===== src/rtl/fifo_pm_pkg.sv =====
package fifo_pm_pkg;
  // ------------------------------
  // Register map
  // ------------------------------
  localparam logic [7:0] ADDR_RX_FIFO_OCCUPANCY = 8'h18;
  localparam logic [7:0] ADDR_TX_FIFO_VACANCY = 8'h1C;
  localparam logic [7:0] ADDR_POWER_MANAGEMENT_CONTROL = 8'h20;
  localparam logic [7:0] ADDR_IRQ_STATUS = 8'h24;
  localparam logic [7:0] ADDR_IRQ_MASK = 8'h28;
  localparam logic [7:0] ADDR_WAKE_STATE = 8'h2C;

  // ------------------------------
  // Field positions and resets
  // ------------------------------
  localparam int BIT_CLR_STS = 9;
  localparam int BIT_CLR_EN = 8;
  localparam int BIT_READY = 7;
  localparam int BIT_SUSP_LO = 5;
  localparam int BIT_LITE_RST = 3;
  localparam logic [15:0] RX_USED_RESET = 16'h0000;
  localparam logic [15:0] TX_FREE_RESET = 16'h2000;
  localparam logic [1:0] SUSP_DEFAULT = 2'h2;
  localparam logic CLR_STS_RESET = 1'h0;
  localparam logic CLR_EN_RESET = 1'h1;
  localparam logic [15:0] WORD_ROUND = 16'h0003;
  localparam logic [15:0] WORD_MASK = 16'hFFFC;

  // Wake status bits (own layout): 0 frame,1 pattern,2 perfect,3 bcast
  localparam int NUM_WAKE_STS = 4;
  // Wake state word: enables low, status from bit 8, event flag at bit 12
  localparam int BIT_WAKE_STS_LO = 8;
  localparam int BIT_WAKE_EVT = 12;
  // Wake enables: 0..4 excluded from auto clear, 5..7 others
  localparam int NUM_WAKE_EN = 8;
  localparam logic [7:0] EN_KEEP_MASK = 8'h1F;
  localparam int NUM_IRQ = 3;
  localparam int IRQ_READY = 0;
  localparam int IRQ_RESUME = 1;
  localparam int IRQ_DECONF = 2;

  // Lite reset sequence length in cycles
  localparam logic [7:0] LITE_RST_CYCLES = 8'h10;

  typedef enum logic [1:0]
  {
    PWR_UNCONF = 2'b00,
    PWR_INIT = 2'b01,
    PWR_CONF = 2'b11,
    PWR_LITE = 2'b10
  } pwr_state_t;
endpackage : fifo_pm_pkg


===== src/rtl/fifo_count_if.sv =====
`timescale 1ns/1ps
`default_nettype none
// Occupancy update lines toward the counter
interface fifo_count_if;
  logic rxAdd;
  logic [15:0] rxAddBytes;
  logic rxRemove;
  logic [15:0] rxRemoveBytes;
  logic txPush;
  logic [15:0] txPushBytes;
  logic txPop;
  logic [15:0] txPopBytes;
  logic [15:0] rxUsed;
  logic [15:0] txFree;
  modport ctrl (output rxAdd, rxAddBytes, rxRemove, rxRemoveBytes, txPush, txPushBytes, txPop, txPopBytes,
    input rxUsed, txFree);
  modport cnt (input rxAdd, rxAddBytes, rxRemove, rxRemoveBytes, txPush, txPushBytes, txPop, txPopBytes,
    output rxUsed, txFree);
endinterface : fifo_count_if
`default_nettype wire


===== src/rtl/fifo_level_counter.sv =====
`timescale 1ns/1ps
`default_nettype none
module fifo_level_counter
  import fifo_pm_pkg::*;
(
  input wire logic clk_sys, // System clock
  input wire logic rst, // Sync reset, active high
  input wire logic liteRst, // Lite reset pulse
  fifo_count_if.cnt cnt // Count updates
);
  logic [15:0] rxUsed_reg, rxUsed_next;
  logic [15:0] txFree_reg, txFree_next;

  // Round a length up to whole 32-bit words
  function automatic logic [15:0] roundWord(input logic [15:0] len);
    roundWord = (len + WORD_ROUND) & WORD_MASK;
  endfunction : roundWord

  // ------------------------------
  // Counters
  // ------------------------------
  always_comb
  begin
    rxUsed_next = rxUsed_reg;
    txFree_next = txFree_reg;
    if (cnt.rxAdd)
      rxUsed_next = rxUsed_next + roundWord(cnt.rxAddBytes);
    if (cnt.rxRemove)
      rxUsed_next = rxUsed_next - roundWord(cnt.rxRemoveBytes);
    if (cnt.txPush)
      txFree_next = txFree_next - roundWord(cnt.txPushBytes);
    if (cnt.txPop)
      txFree_next = txFree_next + roundWord(cnt.txPopBytes);
    if (liteRst)
    begin
      rxUsed_next = RX_USED_RESET; // Lite reset empties both FIFOs
      txFree_next = TX_FREE_RESET;
    end
  end

  always_ff @(posedge clk_sys)
  begin
    if (rst)
    begin
      rxUsed_reg <= RX_USED_RESET;
      txFree_reg <= TX_FREE_RESET;
    end
    else
    begin
      rxUsed_reg <= rxUsed_next;
      txFree_reg <= txFree_next;
    end
  end

  assign cnt.rxUsed = rxUsed_reg;
  assign cnt.txFree = txFree_reg;
endmodule : fifo_level_counter
`default_nettype wire


===== src/rtl/fifo_level_and_power_mgmt_regs.sv =====
// Contract
// RX used bytes, 16 bits, reset zero
// Add frame length rounded to words
// TX free bytes, reset 8192
// Resume clears four wake status flags
// Resume also clears wake event status bit1
// Control clear keeps status; resets 0
// Remote-wake resume clears enables; reset 1
// Host resume never clears enables
// Five global wake enables are kept
// Ready only normal and configured done
// Ready waits watchdog without PHY clocks
// Suspend select 2 bits, reset 10
// Deconfigure forces select to 10
// Software picks only level 2 unconfigured; the code accepts any select written in every state
// Codes 00..11 map suspend 0..3
// Lite reset local, bit self clears
//
// Design decision made here: the strobed register port.
`timescale 1ns/1ps
`default_nettype none
module fifo_level_and_power_mgmt_regs
  import fifo_pm_pkg::*;
(
  input wire logic clk_sys, // System clock 10 MHz
  input wire logic rst, // Sync reset, active high
  input wire logic [7:0] regAddr, // Register byte address
  input wire logic [31:0] regWdata, // Write data
  input wire logic regWr, // Write strobe
  input wire logic regRd, // Read strobe
  output logic [31:0] regRdata, // Read data, cycle after strobe
  output logic irq, // Level interrupt
  input wire logic rxAdd, // Frame written into RX FIFO
  input wire logic [15:0] rxAddBytes, // Its length in bytes
  input wire logic rxRemove, // Data read out of RX FIFO
  input wire logic [15:0] rxRemoveBytes, // Bytes read out
  input wire logic txPush, // Data written into TX FIFO
  input wire logic [15:0] txPushBytes, // Bytes written
  input wire logic txPop, // Data sent from TX FIFO
  input wire logic [15:0] txPopBytes, // Bytes sent
  input wire logic configured, // Host set configuration
  input wire logic deconfigure, // Deconfigure event pulse
  input wire logic initDone, // Hardware configuration finished
  input wire logic phyClkPresent, // PHY clocks running
  input wire logic resumeDone, // Resume sequence completed pulse
  input wire logic resumeRemote, // Resume started by remote wake
  input wire logic [3:0] wakeStsSet, // Wake status events
  input wire logic wakeEventSet, // Wake event status bit1 set
  output logic [3:0] suspendLevel, // One-hot suspend level 0..3
  output logic liteResetActive // Lite reset in progress
);
  parameter int WDOG_CYCLES = 1000; // Ready watchdog without PHY clocks

  logic resumeClrSts_reg, resumeClrSts_next;
  logic resumeClrEn_reg, resumeClrEn_next;
  logic [1:0] suspSel_reg, suspSel_next;
  logic [NUM_WAKE_STS-1:0] wakeSts_reg, wakeSts_next;
  logic wakeEvt_reg, wakeEvt_next;
  logic [NUM_WAKE_EN-1:0] wakeEn_reg, wakeEn_next;
  logic [NUM_IRQ-1:0] irqSts_reg, irqSts_next;
  logic [NUM_IRQ-1:0] irqMask_reg, irqMask_next;
  logic [31:0] rdata_reg, rdata_next;
  pwr_state_t state_reg, state_next;
  logic [7:0] liteCnt_reg, liteCnt_next;
  logic [31:0] wdog_reg, wdog_next;
  logic ready_reg, ready_next;
  logic [3:0] suspLevel_reg, suspLevel_next;
  logic liteActive_reg, liteActive_next;
  logic liteStart;
  logic liteEnd;
  logic wrPmt;

  fifo_count_if cntIf ();

  // Updates go straight through; rounding is in the counter
  assign cntIf.rxAdd = rxAdd;
  assign cntIf.rxAddBytes = rxAddBytes;
  assign cntIf.rxRemove = rxRemove;
  assign cntIf.rxRemoveBytes = rxRemoveBytes;
  assign cntIf.txPush = txPush;
  assign cntIf.txPushBytes = txPushBytes;
  assign cntIf.txPop = txPop;
  assign cntIf.txPopBytes = txPopBytes;

  fifo_level_counter counter
  (
    .clk_sys(clk_sys),
    .rst(rst),
    .liteRst(liteStart),
    .cnt(cntIf.cnt)
  );

  // ------------------------------
  // Power state machine
  // ------------------------------
  // One strobe aimed at one register address
  function automatic logic regHit(input logic strobe, input logic [7:0] addr, input logic [7:0] target);
    regHit = strobe && (addr == target);
  endfunction : regHit

  assign wrPmt = regHit(regWr, regAddr, ADDR_POWER_MANAGEMENT_CONTROL);
  // Ignore a new lite reset while one is running
  assign liteStart = wrPmt && regWdata[BIT_LITE_RST] && (state_reg != PWR_LITE);
  assign liteEnd = (state_reg == PWR_LITE) && (liteCnt_reg == 8'h00);

  // Only local state is touched by lite reset; USB side untouched
  always_comb
  begin
    state_next = state_reg;
    liteCnt_next = liteCnt_reg;
    wdog_next = wdog_reg;
    case (state_reg)
      PWR_UNCONF:
      begin
        if (configured)
        begin
          state_next = PWR_INIT;
          wdog_next = WDOG_CYCLES;
        end
      end
      PWR_INIT:
      begin
        if (wdog_reg != 32'h0)
          wdog_next = wdog_reg - 32'h1;
        if (initDone && (phyClkPresent || wdog_reg == 32'h0))
          state_next = PWR_CONF;
      end
      PWR_CONF:
      begin
      end
      PWR_LITE:
      begin
        if (liteCnt_reg != 8'h00)
          liteCnt_next = liteCnt_reg - 8'h01;
        if (wdog_reg != 32'h0)
          wdog_next = wdog_reg - 32'h1;
        if (liteEnd && (phyClkPresent || wdog_reg == 32'h0))
          state_next = configured ? PWR_CONF : PWR_UNCONF;
      end
      default:
        state_next = PWR_UNCONF;
    endcase
    if (liteStart)
    begin
      state_next = PWR_LITE;
      liteCnt_next = LITE_RST_CYCLES;
      wdog_next = WDOG_CYCLES;
    end
    if (deconfigure)
      state_next = PWR_UNCONF;
    // Busy flag registered so the pin comes from a flip-flop
    liteActive_next = (state_next == PWR_LITE);
  end

  // State registers; reset is synchronous
  always_ff @(posedge clk_sys)
  begin
    if (rst)
    begin
      state_reg <= PWR_UNCONF;
      liteCnt_reg <= 8'h00;
      wdog_reg <= 32'h0;
      liteActive_reg <= 1'b0;
    end
    else
    begin
      state_reg <= state_next;
      liteCnt_reg <= liteCnt_next;
      wdog_reg <= wdog_next;
      liteActive_reg <= liteActive_next;
    end
  end

  // ------------------------------
  // Control and wake bits
  // ------------------------------
  // Ready means configured normal state with setup done
  always_comb
  begin
    ready_next = (state_next == PWR_CONF) && initDone;
    resumeClrSts_next = resumeClrSts_reg;
    resumeClrEn_next = resumeClrEn_reg;
    suspSel_next = suspSel_reg;
    wakeEn_next = wakeEn_reg;
    wakeSts_next = wakeSts_reg;
    wakeEvt_next = wakeEvt_reg;
    if (wrPmt)
    begin
      resumeClrSts_next = regWdata[BIT_CLR_STS];
      resumeClrEn_next = regWdata[BIT_CLR_EN];
      suspSel_next = regWdata[BIT_SUSP_LO +: $bits(suspSel_reg)];
    end
    if (regHit(regWr, regAddr, ADDR_WAKE_STATE))
      wakeEn_next = regWdata[NUM_WAKE_EN-1:0];
    // Resume clearing; status set below wins over it
    if (resumeDone && resumeClrSts_reg)
    begin
      wakeSts_next = '0;
      wakeEvt_next = 1'b0;
    end
    if (resumeDone && resumeRemote && resumeClrEn_reg)
      wakeEn_next = wakeEn_next & EN_KEEP_MASK;
    wakeSts_next = wakeSts_next | wakeStsSet;
    wakeEvt_next = wakeEvt_next | wakeEventSet;
    if (deconfigure)
      suspSel_next = SUSP_DEFAULT;
    // Decode the next select so the one-hot pins come from flip-flops
    suspLevel_next = '0;
    suspLevel_next[suspSel_next] = 1'b1;
  end

  // Control registers; reset gives the field defaults
  always_ff @(posedge clk_sys)
  begin
    if (rst)
    begin
      ready_reg <= 1'b0;
      resumeClrSts_reg <= CLR_STS_RESET;
      resumeClrEn_reg <= CLR_EN_RESET;
      suspSel_reg <= SUSP_DEFAULT;
      wakeEn_reg <= '0;
      wakeSts_reg <= '0;
      wakeEvt_reg <= 1'b0;
      suspLevel_reg <= 4'h1 << SUSP_DEFAULT;
    end
    else
    begin
      ready_reg <= ready_next;
      resumeClrSts_reg <= resumeClrSts_next;
      resumeClrEn_reg <= resumeClrEn_next;
      suspSel_reg <= suspSel_next;
      wakeEn_reg <= wakeEn_next;
      wakeSts_reg <= wakeSts_next;
      wakeEvt_reg <= wakeEvt_next;
      suspLevel_reg <= suspLevel_next;
    end
  end

  // Status pins straight from their flip-flops
  assign suspendLevel = suspLevel_reg;
  assign liteResetActive = liteActive_reg;

  // ------------------------------
  // Interrupts and read port
  // ------------------------------
  // Sticky events; a new event beats the read that clears
  always_comb
  begin
    irqMask_next = irqMask_reg;
    irqSts_next = irqSts_reg;
    if (regHit(regRd, regAddr, ADDR_IRQ_STATUS))
      irqSts_next = '0;
    if (regHit(regWr, regAddr, ADDR_IRQ_MASK))
      irqMask_next = regWdata[NUM_IRQ-1:0];
    irqSts_next[IRQ_READY] = irqSts_next[IRQ_READY] | (ready_next & ~ready_reg);
    irqSts_next[IRQ_RESUME] = irqSts_next[IRQ_RESUME] | resumeDone;
    irqSts_next[IRQ_DECONF] = irqSts_next[IRQ_DECONF] | deconfigure;
  end

  // Read mux; unmapped addresses return zero
  always_comb
  begin
    rdata_next = 32'h0;
    if (regRd)
    begin
      case (regAddr)
        ADDR_RX_FIFO_OCCUPANCY: rdata_next[15:0] = cntIf.rxUsed;
        ADDR_TX_FIFO_VACANCY: rdata_next[15:0] = cntIf.txFree;
        ADDR_POWER_MANAGEMENT_CONTROL:
        begin
          rdata_next[BIT_CLR_STS] = resumeClrSts_reg;
          rdata_next[BIT_CLR_EN] = resumeClrEn_reg;
          rdata_next[BIT_READY] = ready_reg;
          rdata_next[BIT_SUSP_LO +: $bits(suspSel_reg)] = suspSel_reg;
          rdata_next[BIT_LITE_RST] = (state_reg == PWR_LITE);
        end
        ADDR_IRQ_STATUS: rdata_next[NUM_IRQ-1:0] = irqSts_reg;
        ADDR_IRQ_MASK: rdata_next[NUM_IRQ-1:0] = irqMask_reg;
        ADDR_WAKE_STATE:
        begin
          rdata_next[NUM_WAKE_EN-1:0] = wakeEn_reg;
          rdata_next[BIT_WAKE_STS_LO +: NUM_WAKE_STS] = wakeSts_reg;
          rdata_next[BIT_WAKE_EVT] = wakeEvt_reg;
        end
        default: rdata_next = 32'h0;
      endcase
    end
  end

  // Interrupt and read data registers
  always_ff @(posedge clk_sys)
  begin
    if (rst)
    begin
      irqSts_reg <= '0;
      irqMask_reg <= '0;
      rdata_reg <= 32'h0;
    end
    else
    begin
      irqSts_reg <= irqSts_next;
      irqMask_reg <= irqMask_next;
      rdata_reg <= rdata_next;
    end
  end

  assign regRdata = rdata_reg;
  assign irq = |(irqSts_reg & irqMask_reg);
endmodule : fifo_level_and_power_mgmt_regs
`default_nettype wire


===== config.mk =====
export PLATFORM = sky130hd
export DESIGN_NAME = fifo_level_and_power_mgmt_regs
export DESIGN_NICKNAME = d
export VERILOG_FILES = /design/src/rtl/fifo_pm_pkg.sv /design/src/rtl/fifo_count_if.sv /design/src/rtl/fifo_level_counter.sv /design/src/rtl/fifo_level_and_power_mgmt_regs.sv
export SDC_FILE = /design/constraint.sdc
export NUM_CORES = 1
export LEC_CHECK = 0
export BUFFER_PORTS_ARGS = -buffer_cell sky130_fd_sc_hd__buf_2
export CORE_MARGIN = 2
export CORE_UTILIZATION = 35
export CTS_CLUSTER_SIZE = 12
export DETAILED_ROUTE_END_ITERATION = 6
export PLACE_DENSITY = 0.52
export SLEW_MARGIN = 5
export SYNTH_ARGS = -nofsm -noshare
export SYNTH_HDL_FRONTEND = slang
export SYNTH_SLANG_ARGS = --single-unit

===== constraint.sdc =====
create_clock -name clk_sys -period 7.9 [get_ports clk_sys]
set_clock_uncertainty 0.1 [all_clocks]
set_input_delay 2.37 -clock clk_sys [delete_from_list [all_inputs] [get_ports clk_sys]]
set_output_delay 2.37 -clock clk_sys [all_outputs]
set_load 0.1 [all_outputs]

After elaboration in Yosys (flattened, before gate mapping)
Cells that the tools add are included.
{"block": "totals", "out_inout_bits": 38, "register_bits": 135, "input_bits": 123, "elab_cells": 122}
{"block": "op_classes", "n_addsub": 10, "n_lt_le_gt_ge": 2, "eq_ne": 15, "muxes": 32, "n_reduce_logical": 33, "bitwise": 9}
{"op": "adder 16 x 2 -> 16 bit, second input constant", "count": 4}
{"op": "2-to-1 mux 16 bit", "count": 4}
{"op": "2-to-1 mux 32 bit", "count": 2}
{"op": "case mux 32 bit (2 select lines)", "count": 1}
{"op": "adder 16 bit", "count": 2}
{"op": "equality test 8 x 6 -> 1 bit, second input constant", "count": 4}
{"op": "zero test 32 bit", "count": 1}
{"op": "nonzero test 32 bit", "count": 1}
{"op": "subtractor 16 bit", "count": 2}
{"op": "subtractor 32 x 1 -> 32 bit, second input constant", "count": 1}
{"op": "2-to-1 mux 5 bit", "count": 4}
{"op": "case mux 5 bit (4 select lines)", "count": 1}
{"op": "equality test 8 x 5 -> 1 bit, second input constant", "count": 2}
{"op": "2-to-1 mux 2 bit", "count": 8}
{"op": "case mux 3 bit (5 select lines)", "count": 1}
{"op": "logical AND 1 bit", "count": 14}
{"op": "2-to-1 mux 10 bit", "count": 1}
{"op": "case mux 3 bit (3 select lines)", "count": 1}
{"op": "zero test 8 bit", "count": 1}
{"op": "nonzero test 8 bit", "count": 1}
{"op": "OR reduction 2 bit", "count": 4}
{"op": "subtractor 8 x 1 -> 8 bit, second input constant", "count": 1}
{"op": "equality test 2 bit, second input constant", "count": 3}
{"op": "case mux 2 bit (3 select lines)", "count": 1}
{"op": "other kinds (26)", "count": 36}

Depth between registers and ports, before layout
Gate-level depths: netlist (run 1).
{"block": "logic_depth", "ltp_word": 11, "mapped_depth": 20}

Cells and area by module
A second synthesis (run 1) with hierarchy kept.
{"block": "hier_totals", "cells_unflattened": 1096, "hier_area_um2": 8847.2}
{"module": "fifo_level_counter", "cells_per_inst": 580, "instances": 1, "area_per_inst_um2": 4465.5, "seq_area_each_um2": 560.5}
{"module": "fifo_level_and_power_mgmt_regs", "cells_per_inst": 516, "instances": 1, "area_per_inst_um2": 4381.7, "seq_area_each_um2": 1741.7}

Worst setup path before layout (run 1)
Ideal clock, no wire load.
{"block": "synth_path", "kind": "input -> register", "start": "in rxAddBytes[0]", "end": "reg counter.rxUsed_reg[15], in the netlist counter.cnt.rxUsed[15]", "slack_ns": 1.638, "arrival_time_ns": 6.082, "setup_time_ns": 0.080, "n_path_buf": 0, "cell_stages": 18, "required_time_ns": 7.720, "path_cell_list": "o211a_1 > and3_1 > xor2_1 > ha_1 > o21a_1 > o21a_1 > a2111oi_0 > nor2_1 > xor2_1 > mux2_2 > ha_1 > or2_2 > a21oi_1 > a311o_1 > nand3_1 > and4_1 > o21ai_0 > nor3b_1"}
{"block": "synth_via", "elab_chain_len": 5}
{"element": "start, declared", "line": "fifo_level_and_power_mgmt_regs.sv:34", "source": "input wire logic [15:0] rxAddBytes,"}
{"element": "adder 16 x 2 -> 16 bit (*)", "line": "fifo_level_counter.sv:16", "source": "roundWord = (len + WORD_ROUND) & WORD_MASK;"}
{"element": "adder 16 bit (*)", "line": "fifo_level_counter.sv:27", "source": "rxUsed_next = rxUsed_next + roundWord(cnt.rxAddBytes);"}
{"element": "2-to-1 mux 16 bit (*)", "line": "fifo_level_counter.sv:26", "source": "if (cnt.rxAdd)"}
{"element": "subtractor 16 bit", "line": "fifo_level_counter.sv:29", "source": "rxUsed_next = rxUsed_next - roundWord(cnt.rxRemoveBytes);"}
{"element": "2-to-1 mux 16 bit (*)", "line": "fifo_level_counter.sv:28", "source": "if (cnt.rxRemove)"}
{"element": "end signal, assigned", "line": "fifo_level_counter.sv:50", "source": "rxUsed_reg <= rxUsed_next;"}
{"element": "end, declared", "line": "fifo_level_counter.sv:11", "source": "logic [15:0] rxUsed_reg, rxUsed_next;"}
Every way passes the cells marked *; elsewhere a longest branch is shown, timed or not.
A chain may end at the register's enable or synchronous reset.

Worst setup path in the final report (run 1)
{"block": "layout_path", "start": "in txPushBytes[0]", "end": "reg counter.txFree_reg[15], in the netlist counter.cnt.txFree[15]"}
{"block": "layout_via", "elab_chain_len": 5}
{"element": "start, declared", "line": "fifo_level_and_power_mgmt_regs.sv:38", "source": "input wire logic [15:0] txPushBytes,"}
{"element": "adder 16 x 2 -> 16 bit (*)", "line": "fifo_level_counter.sv:16"}
{"element": "subtractor 16 bit (*)", "line": "fifo_level_counter.sv:31", "source": "txFree_next = txFree_next - roundWord(cnt.txPushBytes);"}
{"element": "2-to-1 mux 16 bit (*)", "line": "fifo_level_counter.sv:30", "source": "if (cnt.txPush)"}
{"element": "adder 16 bit", "line": "fifo_level_counter.sv:33", "source": "txFree_next = txFree_next + roundWord(cnt.txPopBytes);"}
{"element": "2-to-1 mux 16 bit (*)", "line": "fifo_level_counter.sv:32", "source": "if (cnt.txPop)"}
{"element": "end signal, assigned", "line": "fifo_level_counter.sv:51", "source": "txFree_reg <= txFree_next;"}
{"element": "end, declared", "line": "fifo_level_counter.sv:12", "source": "logic [15:0] txFree_reg, txFree_next;"}
Marks and branches as above.

==> results.tsv, run 1 <==
stage	metric	value	unit
status	status	complete, no violations	
sta	setup repair after global routing missed its margin	false	
routing	Initial DRT Pass Iterations	5	
global_routing	initial antenna violation count	0	
pwr	clock share of power	0.304	
yosys	cells after synthesis	1064	
global_routing	global-route wire length before repair	35980	um
floorplanning	# rows	57	
critical_path	Setup crit start kind	primary input	
yosys	post-synth cell types	75	
final_layout	most frequent cells in the layout	sky130_fd_sc_hd__nor2_1 (128), sky130_fd_sc_hd__buf_2 (122), sky130_fd_sc_hd__dfxtp_1 (115)	
yosys	#FFs+latches synth	115	
final_layout	post-layout net count	1361	
floorplanning	total I/O pin count	161	
routing	DR iter-0 viols	462	
routing	count of vias placed by the detailed router	7702	
sta	final worst-path cycle share	0.8231	
placed_design	Post-DP HPWL	17470	um
sta	transition time at the pin with the least slew margin	1.112	ns
sta	relative slew slack	0.2516	
critical_path	worst-case reg-to-reg path depth	18	
final_layout	Area growth, synth to finish	17.39	%
sta	count of final max-slew check failures	0	
routing	count of unresolved DRC violations after routing	0	
worst_hold_path	Hold Path Depth	2	
final_layout	fraction of final layout cells with drive strength greater than 1	0.1741	
sta	timing-limited maximum frequency	153.8	MHz
clocking	CTS-repair resized insts	0	
floorplanning	effective utilization at floorplan	0.3538	
yosys	number of flops mapped to enable cells by yosys	0	
routing	WL per Instance	14.66	um
clocking	root buffer selected by CTS	sky130_fd_sc_hd__clkbuf_16	
final_layout	diode count	0	
sta	minimum period implied by the final worst setup slack	6.502	ns
critical_path	reg-to-reg slack, setup	3.38	ns
floorplanning	core region area	0.02418	sq mm
yosys	share of synthesized flip-flops with an asynchronous set or reset	0	
critical_path	CP Capture Type	flip-flop	
clocking	quantity of hold-fixing buffers added after cts	0	
run	Max-cap violations	0	
pwr	portion of total power attributed to sequential cells	0.258	
clocking	H-tree depth	4	
critical_path	worst path arrival time	6.68	ns
clocking	TritonCTS buffer count	17	
worst_hold_path	type of the tightest min-delay check	flip-flop to flip-flop	
sta	final setup violation count	0	
critical_path	data required time of the worst path	8.07	ns
pwr	leakage power	4.183	nW
clocking	latest clock arrival within the worst-skew pair	0.42	ns
pwr	Switching Fraction	0.3719	
floorplanning	die area	0.02571	sq mm
pwr	maximum ir drop on the vdd rail	0.0001523	V
pwr	Gate power share	0.438	
placed_design	Post-Place Setup Slack	0.9331	ns
clocking	Longest Clk Path Bufs	2	
clocking	postcts setup bufs	0	
sta	total negative slack	0	ns
yosys	sequential cell area fraction in the yosys report	0.2691	
yosys	ys flop type	sky130_fd_sc_hd__dfxtp_1	
global_routing	global route total overflow	0	
placed_design	GPL Wtd Cong	0.7982	
floorplanning	x dimension of the die	160.3	um
routing	vias per cell	5.091	
global_routing	maximum number of pins on one net before global-route repair	36	
placed_design	count of input and output buffers	122	
floorplanning	die extent in y	160.3	um
routing	total length of routed wires	22180	um
global_routing	GRT Total Usage	0.1724	
clocking	clock tree sinks	115	
pwr	sw power	0.001019	W
clocking	clock-pin transition on the worst setup and hold timing paths	0.06	ns
yosys	Netlist Area Pre-Place	0.008554	sq mm
global_routing	vias in the first global route	7100	
critical_path	biggest fanout along the worst timing path	4	
routing	number of nets with antenna violations after routing	0	
sta	Final Worst Setup Slack	1.398	ns
yosys	Avg Cell Area, Syn	8.040	sq um
clocking	TritonCTS clock tree	done	
yosys	yosys warns	0	
critical_path	type of the setup path with the least slack	primary input to flip-flop	
pwr	Power Internal	0.001721	W
pwr	power density over cell area	272.9	mW/mm^2
sta	number of hold violations in the final report	0	
final_layout	most frequent standard cell in the layout excluding fill and tap cells	sky130_fd_sc_hd__nor2_1	
final_layout	max reg flops	32	
## kinds of logic (layout without fill, tap and decap cells)
kind of cell,Yosys count,in the layout,synth area share
compound gates,240,240,0.1899
xor+xnor,110,110,0.1126
fa+ha+maj,62,62,0.09419
buf+inv,91,201,0.04783
flops,115,115,0.2691
mux,38,38,0.04856
other cells,1,16,0.0004384
simple gates,407,407,0.2374
## synth_stat cells (all sizes together), types with 7 or more instances
master	instances	area [sq um]
nor2	128	480.5
dfxtp	115	2302
nand2	82	307.8
xnor2	75	656.9
a21oi	61	320.3
ha	58	725.7
o21ai	46	230.2
inv	43	161.4
nor3	43	220.2
xor2	35	306.5
nand3	31	155.2
mux2	28	315.3
clkbuf	27	101.4
buf	20	142.6
a211oi	19	142.6
o21a	15	112.6
nand2b	14	87.58
a31oi	13	87.58
and4	13	113.9
nor4	13	87.58
a21o	12	90.09
and3	11	68.82
mux2i	10	100.1
nand4	10	62.56
or3	10	62.56
or2	9	56.30
or4	9	78.82
a222oi	8	80.08
and2	8	50.05
nor2b	8	50.05
o21bai	7	52.55
o31ai	7	52.55
## stage by stage
stage                     cell area, sq um  total power [W]  cells    util  hold WS [ns]
after detailed placement              9412         0.001914   1481  0.3893        0.3498
after global placement                9412         0.001915   1481  0.3893        0.3438
after global routing                 10040         0.002949   1513  0.4154        0.3796
after CTS                            10040         0.002758   1513  0.4154        0.3588
after floorplan                       8611         0.001672   1079       -        0.3169
final                                10040         0.002740   1513  0.4154        0.3585
## final cells by class
| cell class | instances | area, sq um |
|---|---|---|
| Clock inverter | 14 | 201.4 |
| Sequential cell | 115 | 2302 |
| Inverter | 44 | 165.2 |
| Fill cell | 2439 | 14130 |
| Timing Repair Buffer | 125 | 633.1 |
| Tap cell | 324 | 405.4 |
| Multi-Input combinational cell | 873 | 5906 |
| Clock buffer | 18 | 429.2 |
## worst paths after layout
| kind | start | to |
|---|---|---|
| worst max-delay path | txPushBytes[0] | counter.cnt.txFree[15]$_SDFF_PP0_ |
| worst min-delay path | wakeEn_reg[7]$_SDFFE_PP0P_ | wakeEn_reg[7]$_SDFFE_PP0P_ |
| worst max register to register | counter.cnt.txFree[2]$_SDFF_PP0_ | counter.cnt.txFree[15]$_SDFF_PP0_ |
| worst min register to register | wakeEn_reg[7]$_SDFFE_PP0P_ | wakeEn_reg[7]$_SDFFE_PP0P_ |
## critical path, cell delays in order
cell and delay (ns):
sky130_fd_sc_hd__buf_2 0.11, sky130_fd_sc_hd__o21a_1 0.21, sky130_fd_sc_hd__nand2_1 0.09, sky130_fd_sc_hd__xor2_1 0.18, sky130_fd_sc_hd__ha_1 0.30, sky130_fd_sc_hd__nor2b_1 0.15
sky130_fd_sc_hd__o21a_1 0.17, sky130_fd_sc_hd__o21ai_0 0.29, sky130_fd_sc_hd__a21oi_1 0.18, sky130_fd_sc_hd__nor2_1 0.19, sky130_fd_sc_hd__xnor2_1 0.08, sky130_fd_sc_hd__mux2_2 0.28
sky130_fd_sc_hd__ha_1 0.22, sky130_fd_sc_hd__or4_1 0.46, sky130_fd_sc_hd__a221oi_1 0.39, sky130_fd_sc_hd__o21ai_0 0.20, sky130_fd_sc_hd__a2111oi_0 0.34, sky130_fd_sc_hd__nand4bb_1 0.21
sky130_fd_sc_hd__o21ai_0 0.09, sky130_fd_sc_hd__nor3b_1 0.15
## layer usage
layer | track usage | share of wire | vias to the layer above
li1 | - | - | 4043
met1 | 0.2401 | 0.50 | 3496
met2 | 0.2806 | 0.46 | 146
met3 | 0.02454 | 0.031 | 17
met4 | 0.04545 | 0.011 | 0
met5 | 0 | 0 | -
## power groups by stage
stage               clock (W)  combinational [W]  sequential [W]
floorplan                   0           0.000981        0.000691
global placement            0            0.00120        0.000718
detailed placement          0            0.00120        0.000719
CTS                  0.000848            0.00120        0.000706
global route         0.000869            0.00136        0.000718
finish               0.000834            0.00120        0.000708
No activity file was read; power rests on OpenSTA's default activity.
==> run 2: changes to the inputs <==
==> constraint.sdc (replaced) <==
create_clock -name clk_sys -period 6.7 [get_ports clk_sys]
set_clock_uncertainty 0.1 [all_clocks]
set_input_delay 2.01 -clock clk_sys [delete_from_list [all_inputs] [get_ports clk_sys]]
set_output_delay 2.01 -clock clk_sys [all_outputs]
set_load 0.1 [all_outputs]
==> results.tsv, run 2 (synthesized netlist as in run 1, its figures left out) <==
stage	metric	value	unit
sta	final worst-path cycle share	0.9057	
critical_path	CP Capture Type	flip-flop	
clocking	Longest Clk Path Bufs	2	
final_layout	area of all placed cells without fillers	0.01004	sq mm
clocking	quantity of hold-fixing buffers added after cts	0	
routing	vias per cell	5.066	
sta	setup repair after global routing missed its margin	false	
run	Max-cap violations	0	
final_layout	most frequent cells in the layout	sky130_fd_sc_hd__nor2_1 (128), sky130_fd_sc_hd__buf_2 (122), sky130_fd_sc_hd__dfxtp_1 (115)	
final_layout	max reg flops	32	
pwr	power density over cell area	316.1	mW/mm^2
final_layout	fraction of final layout cells with drive strength greater than 1	0.1769	
sta	final setup violation count	0	
global_routing	GRT Total Usage	0.1710	
critical_path	type of the setup path with the least slack	primary input to flip-flop	
sta	transition time at the pin with the least slew margin	0.8977	ns
floorplanning	die area	0.02571	sq mm
routing	count of unresolved DRC violations after routing	0	
critical_path	data required time of the worst path	6.87	ns
sta	worst slack on hold paths	0.3550	ns
clocking	H-tree depth	4	
pwr	portion of total power attributed to sequential cells	0.263	
global_routing	initial antenna violation count	0	
floorplanning	# rows	57	
final_layout	post-layout net count	1365	
pwr	sum of internal, switching and leakage power	0.003172	W
critical_path	worst r2r dst	counter.cnt.txFree[15]$_SDFF_PP0_	
clocking	clock tree sinks	115	
routing	WL per Instance	14.49	um
placed_design	Post-DP HPWL	17410	um
pwr	sw power	0.001198	W
sta	number of hold violations in the final report	0	
critical_path	Setup crit start kind	primary input	
global_routing	global-route wire length before repair	35650	um
routing	met3 WL post-DR	853	um
clocking	postcts setup bufs	0	
routing	routed length on met2	10130	um
status	status	complete, no violations	
final_layout	most frequent standard cell in the layout excluding fill and tap cells	sky130_fd_sc_hd__nor2_1	
critical_path	biggest fanout along the worst timing path	3	
floorplanning	core region area	0.02418	sq mm
final_layout	Area growth, synth to finish	17.32	%
routing	highest layer used for signal routing	met4	
sta	minimum period implied by the final worst setup slack	6.068	ns
clocking	TritonCTS clock tree	done	
pwr	Gate power share	0.449	
floorplanning	die extent in y	160.3	um
routing	count of vias placed by the detailed router	7685	
global_routing	global route total overflow	0	
sta	timing-limited maximum frequency	164.8	MHz
placed_design	Cell Area, Placed	0.009442	sq mm
worst_hold_path	type of the tightest min-delay check	flip-flop to flip-flop	
critical_path	reg-to-reg slack, setup	2.23	ns
placed_design	GPL Wtd Cong	0.7927	
critical_path	worst path arrival time	6.24	ns
global_routing	vias in the first global route	7187	
clocking	TritonCTS buffer count	17	
clocking	latest clock arrival within the worst-skew pair	0.42	ns
pwr	Switching Fraction	0.3777	
pwr	clock share of power	0.288	
clocking	root buffer selected by CTS	sky130_fd_sc_hd__clkbuf_16	
pwr	leakage power	4.195	nW
clocking	clock-pin transition on the worst setup and hold timing paths	0.06	ns
worst_hold_path	min-delay src	wakeEn_reg[7]$_SDFFE_PP0P_	
critical_path	worst-case reg-to-reg path depth	18	
routing	number of nets with antenna violations after routing	0	
floorplanning	x dimension of the die	160.3	um
pwr	maximum ir drop on the vdd rail	0.0001450	V
floorplanning	total I/O pin count	161	
routing	routed length on met1	10770	um
placed_design	count of input and output buffers	122	
routing	DR iter-0 viols	400	
final_layout	diode count	0	
worst_hold_path	Hold Path Depth	2	
global_routing	maximum number of pins on one net before global-route repair	36	
worst_hold_path	end point of the worst hold path	wakeEn_reg[7]$_SDFFE_PP0P_	
critical_path	worst r2r src	counter.cnt.txFree[2]$_SDFF_PP0_	
routing	Initial DRT Pass Iterations	5	
sta	count of final max-slew check failures	0	
sta	relative slew slack	0.3993	
pwr	Power Internal	0.001974	W
clocking	CTS-repair resized insts	0	
sta	total negative slack	0	ns
routing	total length of routed wires	21980	um
floorplanning	effective utilization at floorplan	0.3538	
==> run 2: how the worst max path moves through the flow <==
stage	startpoint	endpoint	slack (ns)	cells past startpoint
finish	txPushBytes[2]	counter.cnt.txFree[15]$_SDFF_PP0_	0.63	20
global placement	txPushBytes[2]	counter.cnt.txFree[15]$_SDFF_PP0_	0.22	20
detailed placement	txPushBytes[2]	counter.cnt.txFree[15]$_SDFF_PP0_	0.20	20
global route	txPushBytes[0]	counter.cnt.txFree[15]$_SDFF_PP0_	0.18	18
floorplan	rxAddBytes[0]	counter.cnt.rxUsed[15]$_SDFF_PP0_	0.80	18
CTS	txPushBytes[2]	counter.cnt.txFree[15]$_SDFF_PP0_	0.63	20
==> run 2: layout make-up <==
| class | instances | area (sq um) |
|---|---|---|
| clock inverters | 13 | 151.4 |
| multi-input cells | 873 | 5906 |
| inverters | 44 | 165.2 |
| well taps | 324 | 405.4 |
| clock buffers | 19 | 442.9 |
| fillers | 2499 | 14140 |
| flip-flops and latches | 115 | 2302 |
| repair buffers | 129 | 663.1 |
==> run 2: through the flow <==
step	instances	setup WS, ns	utilization
4_1_cts	1517	0.6276	0.4151
2_1_floorplan	1079	0.7975	-
3_3_place_gp	1485	0.2207	0.3905
6_report	1517	0.6318	0.4151
3_5_place_dp	1485	0.1965	0.3905
5_1_grt	1517	0.1789	0.4151
==> run 2: routing by layer <==
metal,up-vias,GRT usage
li1,4076,-
met1,3430,0.2331
met2,163,0.2851
met3,16,0.02273
met4,0,0.04627
met5,-,0
==> run 2: critical path, cell delays in order <==
cell and delay [ns]:
sky130_fd_sc_hd__buf_2 0.11, sky130_fd_sc_hd__nor3_1 0.20, sky130_fd_sc_hd__nor2_1 0.08, sky130_fd_sc_hd__ha_1 0.20
sky130_fd_sc_hd__fa_1 0.41, sky130_fd_sc_hd__nor2b_1 0.13, sky130_fd_sc_hd__o21a_1 0.13, sky130_fd_sc_hd__o21ai_0 0.11
sky130_fd_sc_hd__a21oi_1 0.27, sky130_fd_sc_hd__nor2_1 0.11, sky130_fd_sc_hd__xnor2_1 0.13, sky130_fd_sc_hd__mux2_2 0.28
sky130_fd_sc_hd__ha_1 0.22, sky130_fd_sc_hd__or4_1 0.47, sky130_fd_sc_hd__a221oi_1 0.38, sky130_fd_sc_hd__o21ai_0 0.20
sky130_fd_sc_hd__a2111oi_0 0.34, sky130_fd_sc_hd__nand4bb_1 0.19, sky130_fd_sc_hd__o21ai_0 0.09, sky130_fd_sc_hd__nor3b_1 0.15
==> run 2: power groups by stage <==
stage	sequential, W	combinational [W]	clock, W
3_5_place_dp	0.000848	0.00142	0
6_report	0.000834	0.00143	0.000914
4_1_cts	0.000833	0.00143	0.000939
3_3_place_gp	0.000847	0.00142	0
5_1_grt	0.000846	0.00161	0.000963
2_1_floorplan	0.000814	0.00116	0
==> run 3: changes to the inputs <==
--- a/config.mk
+++ b/config.mk
@@ -10,7 +10,7 @@
 export CORE_UTILIZATION = 35
 export CTS_CLUSTER_SIZE = 12
 export DETAILED_ROUTE_END_ITERATION = 6
-export PLACE_DENSITY = 0.52
+export REMOVE_ABC_BUFFERS = 1
 export SLEW_MARGIN = 5
 export SYNTH_ARGS = -nofsm -noshare
 export SYNTH_HDL_FRONTEND = slang
==> results.tsv, run 3 (synthesized netlist as in run 1, its figures left out) <==
stage	metric	value	unit
clocking	clock-pin transition on the worst setup and hold timing paths	0.06	ns
worst_hold_path	Hold Path Depth	1	
sta	worst slack on hold paths	0.3459	ns
final_layout	Area growth, synth to finish	18.28	%
global_routing	GR Util met2	0.2765	
final_layout	post-layout net count	1363	
global_routing	Top Usage Layer GRT	met2	
routing	Initial DRT Pass Iterations	7	
clocking	root buffer selected by CTS	sky130_fd_sc_hd__clkbuf_16	
routing	vias per cell	5.133	
clocking	clock tree sinks	115	
critical_path	data required time of the worst path	6.93	ns
critical_path	Setup crit start kind	primary input	
clocking	TritonCTS buffer count	17	
final_layout	total area of multi-input combinational cells	0.005906	sq mm
critical_path	Critical Path, Cell by Cell	buf_2 > o211a_1 > and3_1 > xor2_1 > ha_1 > o21a_1 > o21a_1 > a2111oi_0 > nor2_1 > xor2_1 > mux2_2 > ha_1 > or2_2 > a21oi_1 > a311o_1 > nand3_1 > and4_1 > o21ai_0 > nor3b_1	
final_layout	area of all placed cells without fillers	0.01012	sq mm
final_layout	most frequent standard cell in the layout excluding fill and tap cells	sky130_fd_sc_hd__nor2_1	
pwr	leakage power	4.222	nW
routing	count of unresolved DRC violations after routing	0	
floorplanning	die extent in y	160.3	um
global_routing	global route total overflow	0	
floorplanning	# rows	57	
placed_design	Post-DP HPWL	16890	um
floorplanning	effective utilization at floorplan	0.3538	
clocking	Longest Clk Path Bufs	2	
sta	minimum period implied by the final worst setup slack	6.137	ns
critical_path	biggest fanout along the worst timing path	5	
sta	setup repair after global routing missed its margin	false	
final_layout	footprint of the flip-flops and latches	0.002302	sq mm
floorplanning	core region area	0.02418	sq mm
global_routing	GRT Total Usage	0.1698	
clocking	postcts setup bufs	0	
clocking	H-tree depth	4	
global_routing	global-route wire length before repair	35880	um
sta	final worst-path cycle share	0.9160	
critical_path	Slowest Stage Delay on Critical Path	0.58	ns
routing	count of vias placed by the detailed router	7776	
routing	total length of routed wires	21750	um
routing	number of nets with antenna violations after routing	0	
final_layout	diode count	0	
floorplanning	total I/O pin count	161	
sta	transition time at the pin with the least slew margin	0.8523	ns
pwr	maximum ir drop on the vdd rail	0.0002224	V
routing	WL per Instance	14.36	um
sta	final setup violation count	0	
critical_path	type of the setup path with the least slack	primary input to flip-flop	
final_layout	max reg flops	32	
clocking	CTS-repair resized insts	0	
run	Max-cap violations	0	
critical_path	CP Capture Type	flip-flop	
placed_design	GPL Wtd Cong	0.8645	
clocking	quantity of hold-fixing buffers added after cts	0	
worst_hold_path	type of the tightest min-delay check	flip-flop to flip-flop	
routing	DR iter-0 viols	457	
final_layout	share of the core filled with cells	0.4185	
critical_path	worst path arrival time	6.36	ns
floorplanning	die area	0.02571	sq mm
sta	relative slew slack	0.4297	
final_layout	most frequent cells in the layout	sky130_fd_sc_hd__nor2_1 (128), sky130_fd_sc_hd__buf_2 (122), sky130_fd_sc_hd__dfxtp_1 (115)	
sta	timing-limited maximum frequency	162.9	MHz
status	status	complete, no violations	
global_routing	maximum number of pins on one net before global-route repair	36	
global_routing	M1 GR Usage	0.2264	
placed_design	Cell Area, Placed	0.009427	sq mm
clocking	latest clock arrival within the worst-skew pair	0.42	ns
sta	total negative slack	0	ns
global_routing	initial antenna violation count	0	
global_routing	met3 track demand over resource in global routing	0.02428	
critical_path	worst-case reg-to-reg path depth	18	
floorplanning	x dimension of the die	160.3	um
final_layout	filler cell count	2495	
sta	count of final max-slew check failures	0	
critical_path	Critical Path Slowest Stage Cell	sky130_fd_sc_hd__a2111oi_0	
global_routing	vias in the first global route	7361	
pwr	power density over cell area	328.1	mW/mm^2
placed_design	count of input and output buffers	122	
sta	number of hold violations in the final report	0	
final_layout	fraction of final layout cells with drive strength greater than 1	0.1755	
clocking	TritonCTS clock tree	done	
## run 3: through the flow
step	power (W)	setup slack (ns)	std cells
5_1_grt	0.003559	0.1571	1515
2_1_floorplan	0.001948	0.7935	1032
3_3_place_gp	0.002249	0.2167	1483
6_report	0.003320	0.5630	1515
3_5_place_dp	0.002258	0.1839	1483
4_1_cts	0.003334	0.6089	1515
## run 3: layer usage
| metal | share of wire | vias up |
|---|---|---|
| li1 | - | 4042 |
| met1 | 0.48 | 3514 |
| met2 | 0.45 | 192 |
| met3 | 0.044 | 28 |
| met4 | 0.025 | 0 |
| met5 | 0 | - |
## run 3: critical path, delay by kind of cell
| kind | cells | cell delay [ns] |
|---|---|---|
| AO/OA/AOI/OAI | 7 | 1.79 |
| AND/OR/NAND/NOR | 6 | 1.17 |
| adder cells (fa/ha/maj) | 2 | 0.68 |
| XOR/XNOR | 2 | 0.31 |
| multiplexers | 1 | 0.28 |
| buffers and inverters | 1 | 0.11 |
## run 3: area by class of cell
class	instances	share of cell area
tap	324	0.04006
clock buffer	21	0.04649
sequential	115	0.2275
timing repair buffer	127	0.06405
multi-input combinational	873	0.5836
inverter	44	0.01632
clock inverter	11	0.02189
## run 3: worst paths after layout
path	to	start	slack (ns)
setup / recovery	counter.cnt.rxUsed[15]$_SDFF_PP0_	rxAddBytes[0]	0.56
hold / removal	irqSts_reg[0]$_SDFF_PP0_	ready_reg$_SDFF_PP0_	0.35
setup reg to reg	counter.cnt.txFree[15]$_SDFF_PP0_	counter.cnt.txFree[2]$_SDFF_PP0_	2.25
hold reg to reg	irqSts_reg[0]$_SDFF_PP0_	ready_reg$_SDFF_PP0_	0.35
## run 3: report_power, final
group | internal (W) | switching [W] | leakage (nW) | total (W)
Combinational | 0.000650 | 0.000777 | 2.95 | 0.00143
Sequential | 0.000758 | 0.0000759 | 0.939 | 0.000833
Clock | 0.000729 | 0.000330 | 0.330 | 0.00106
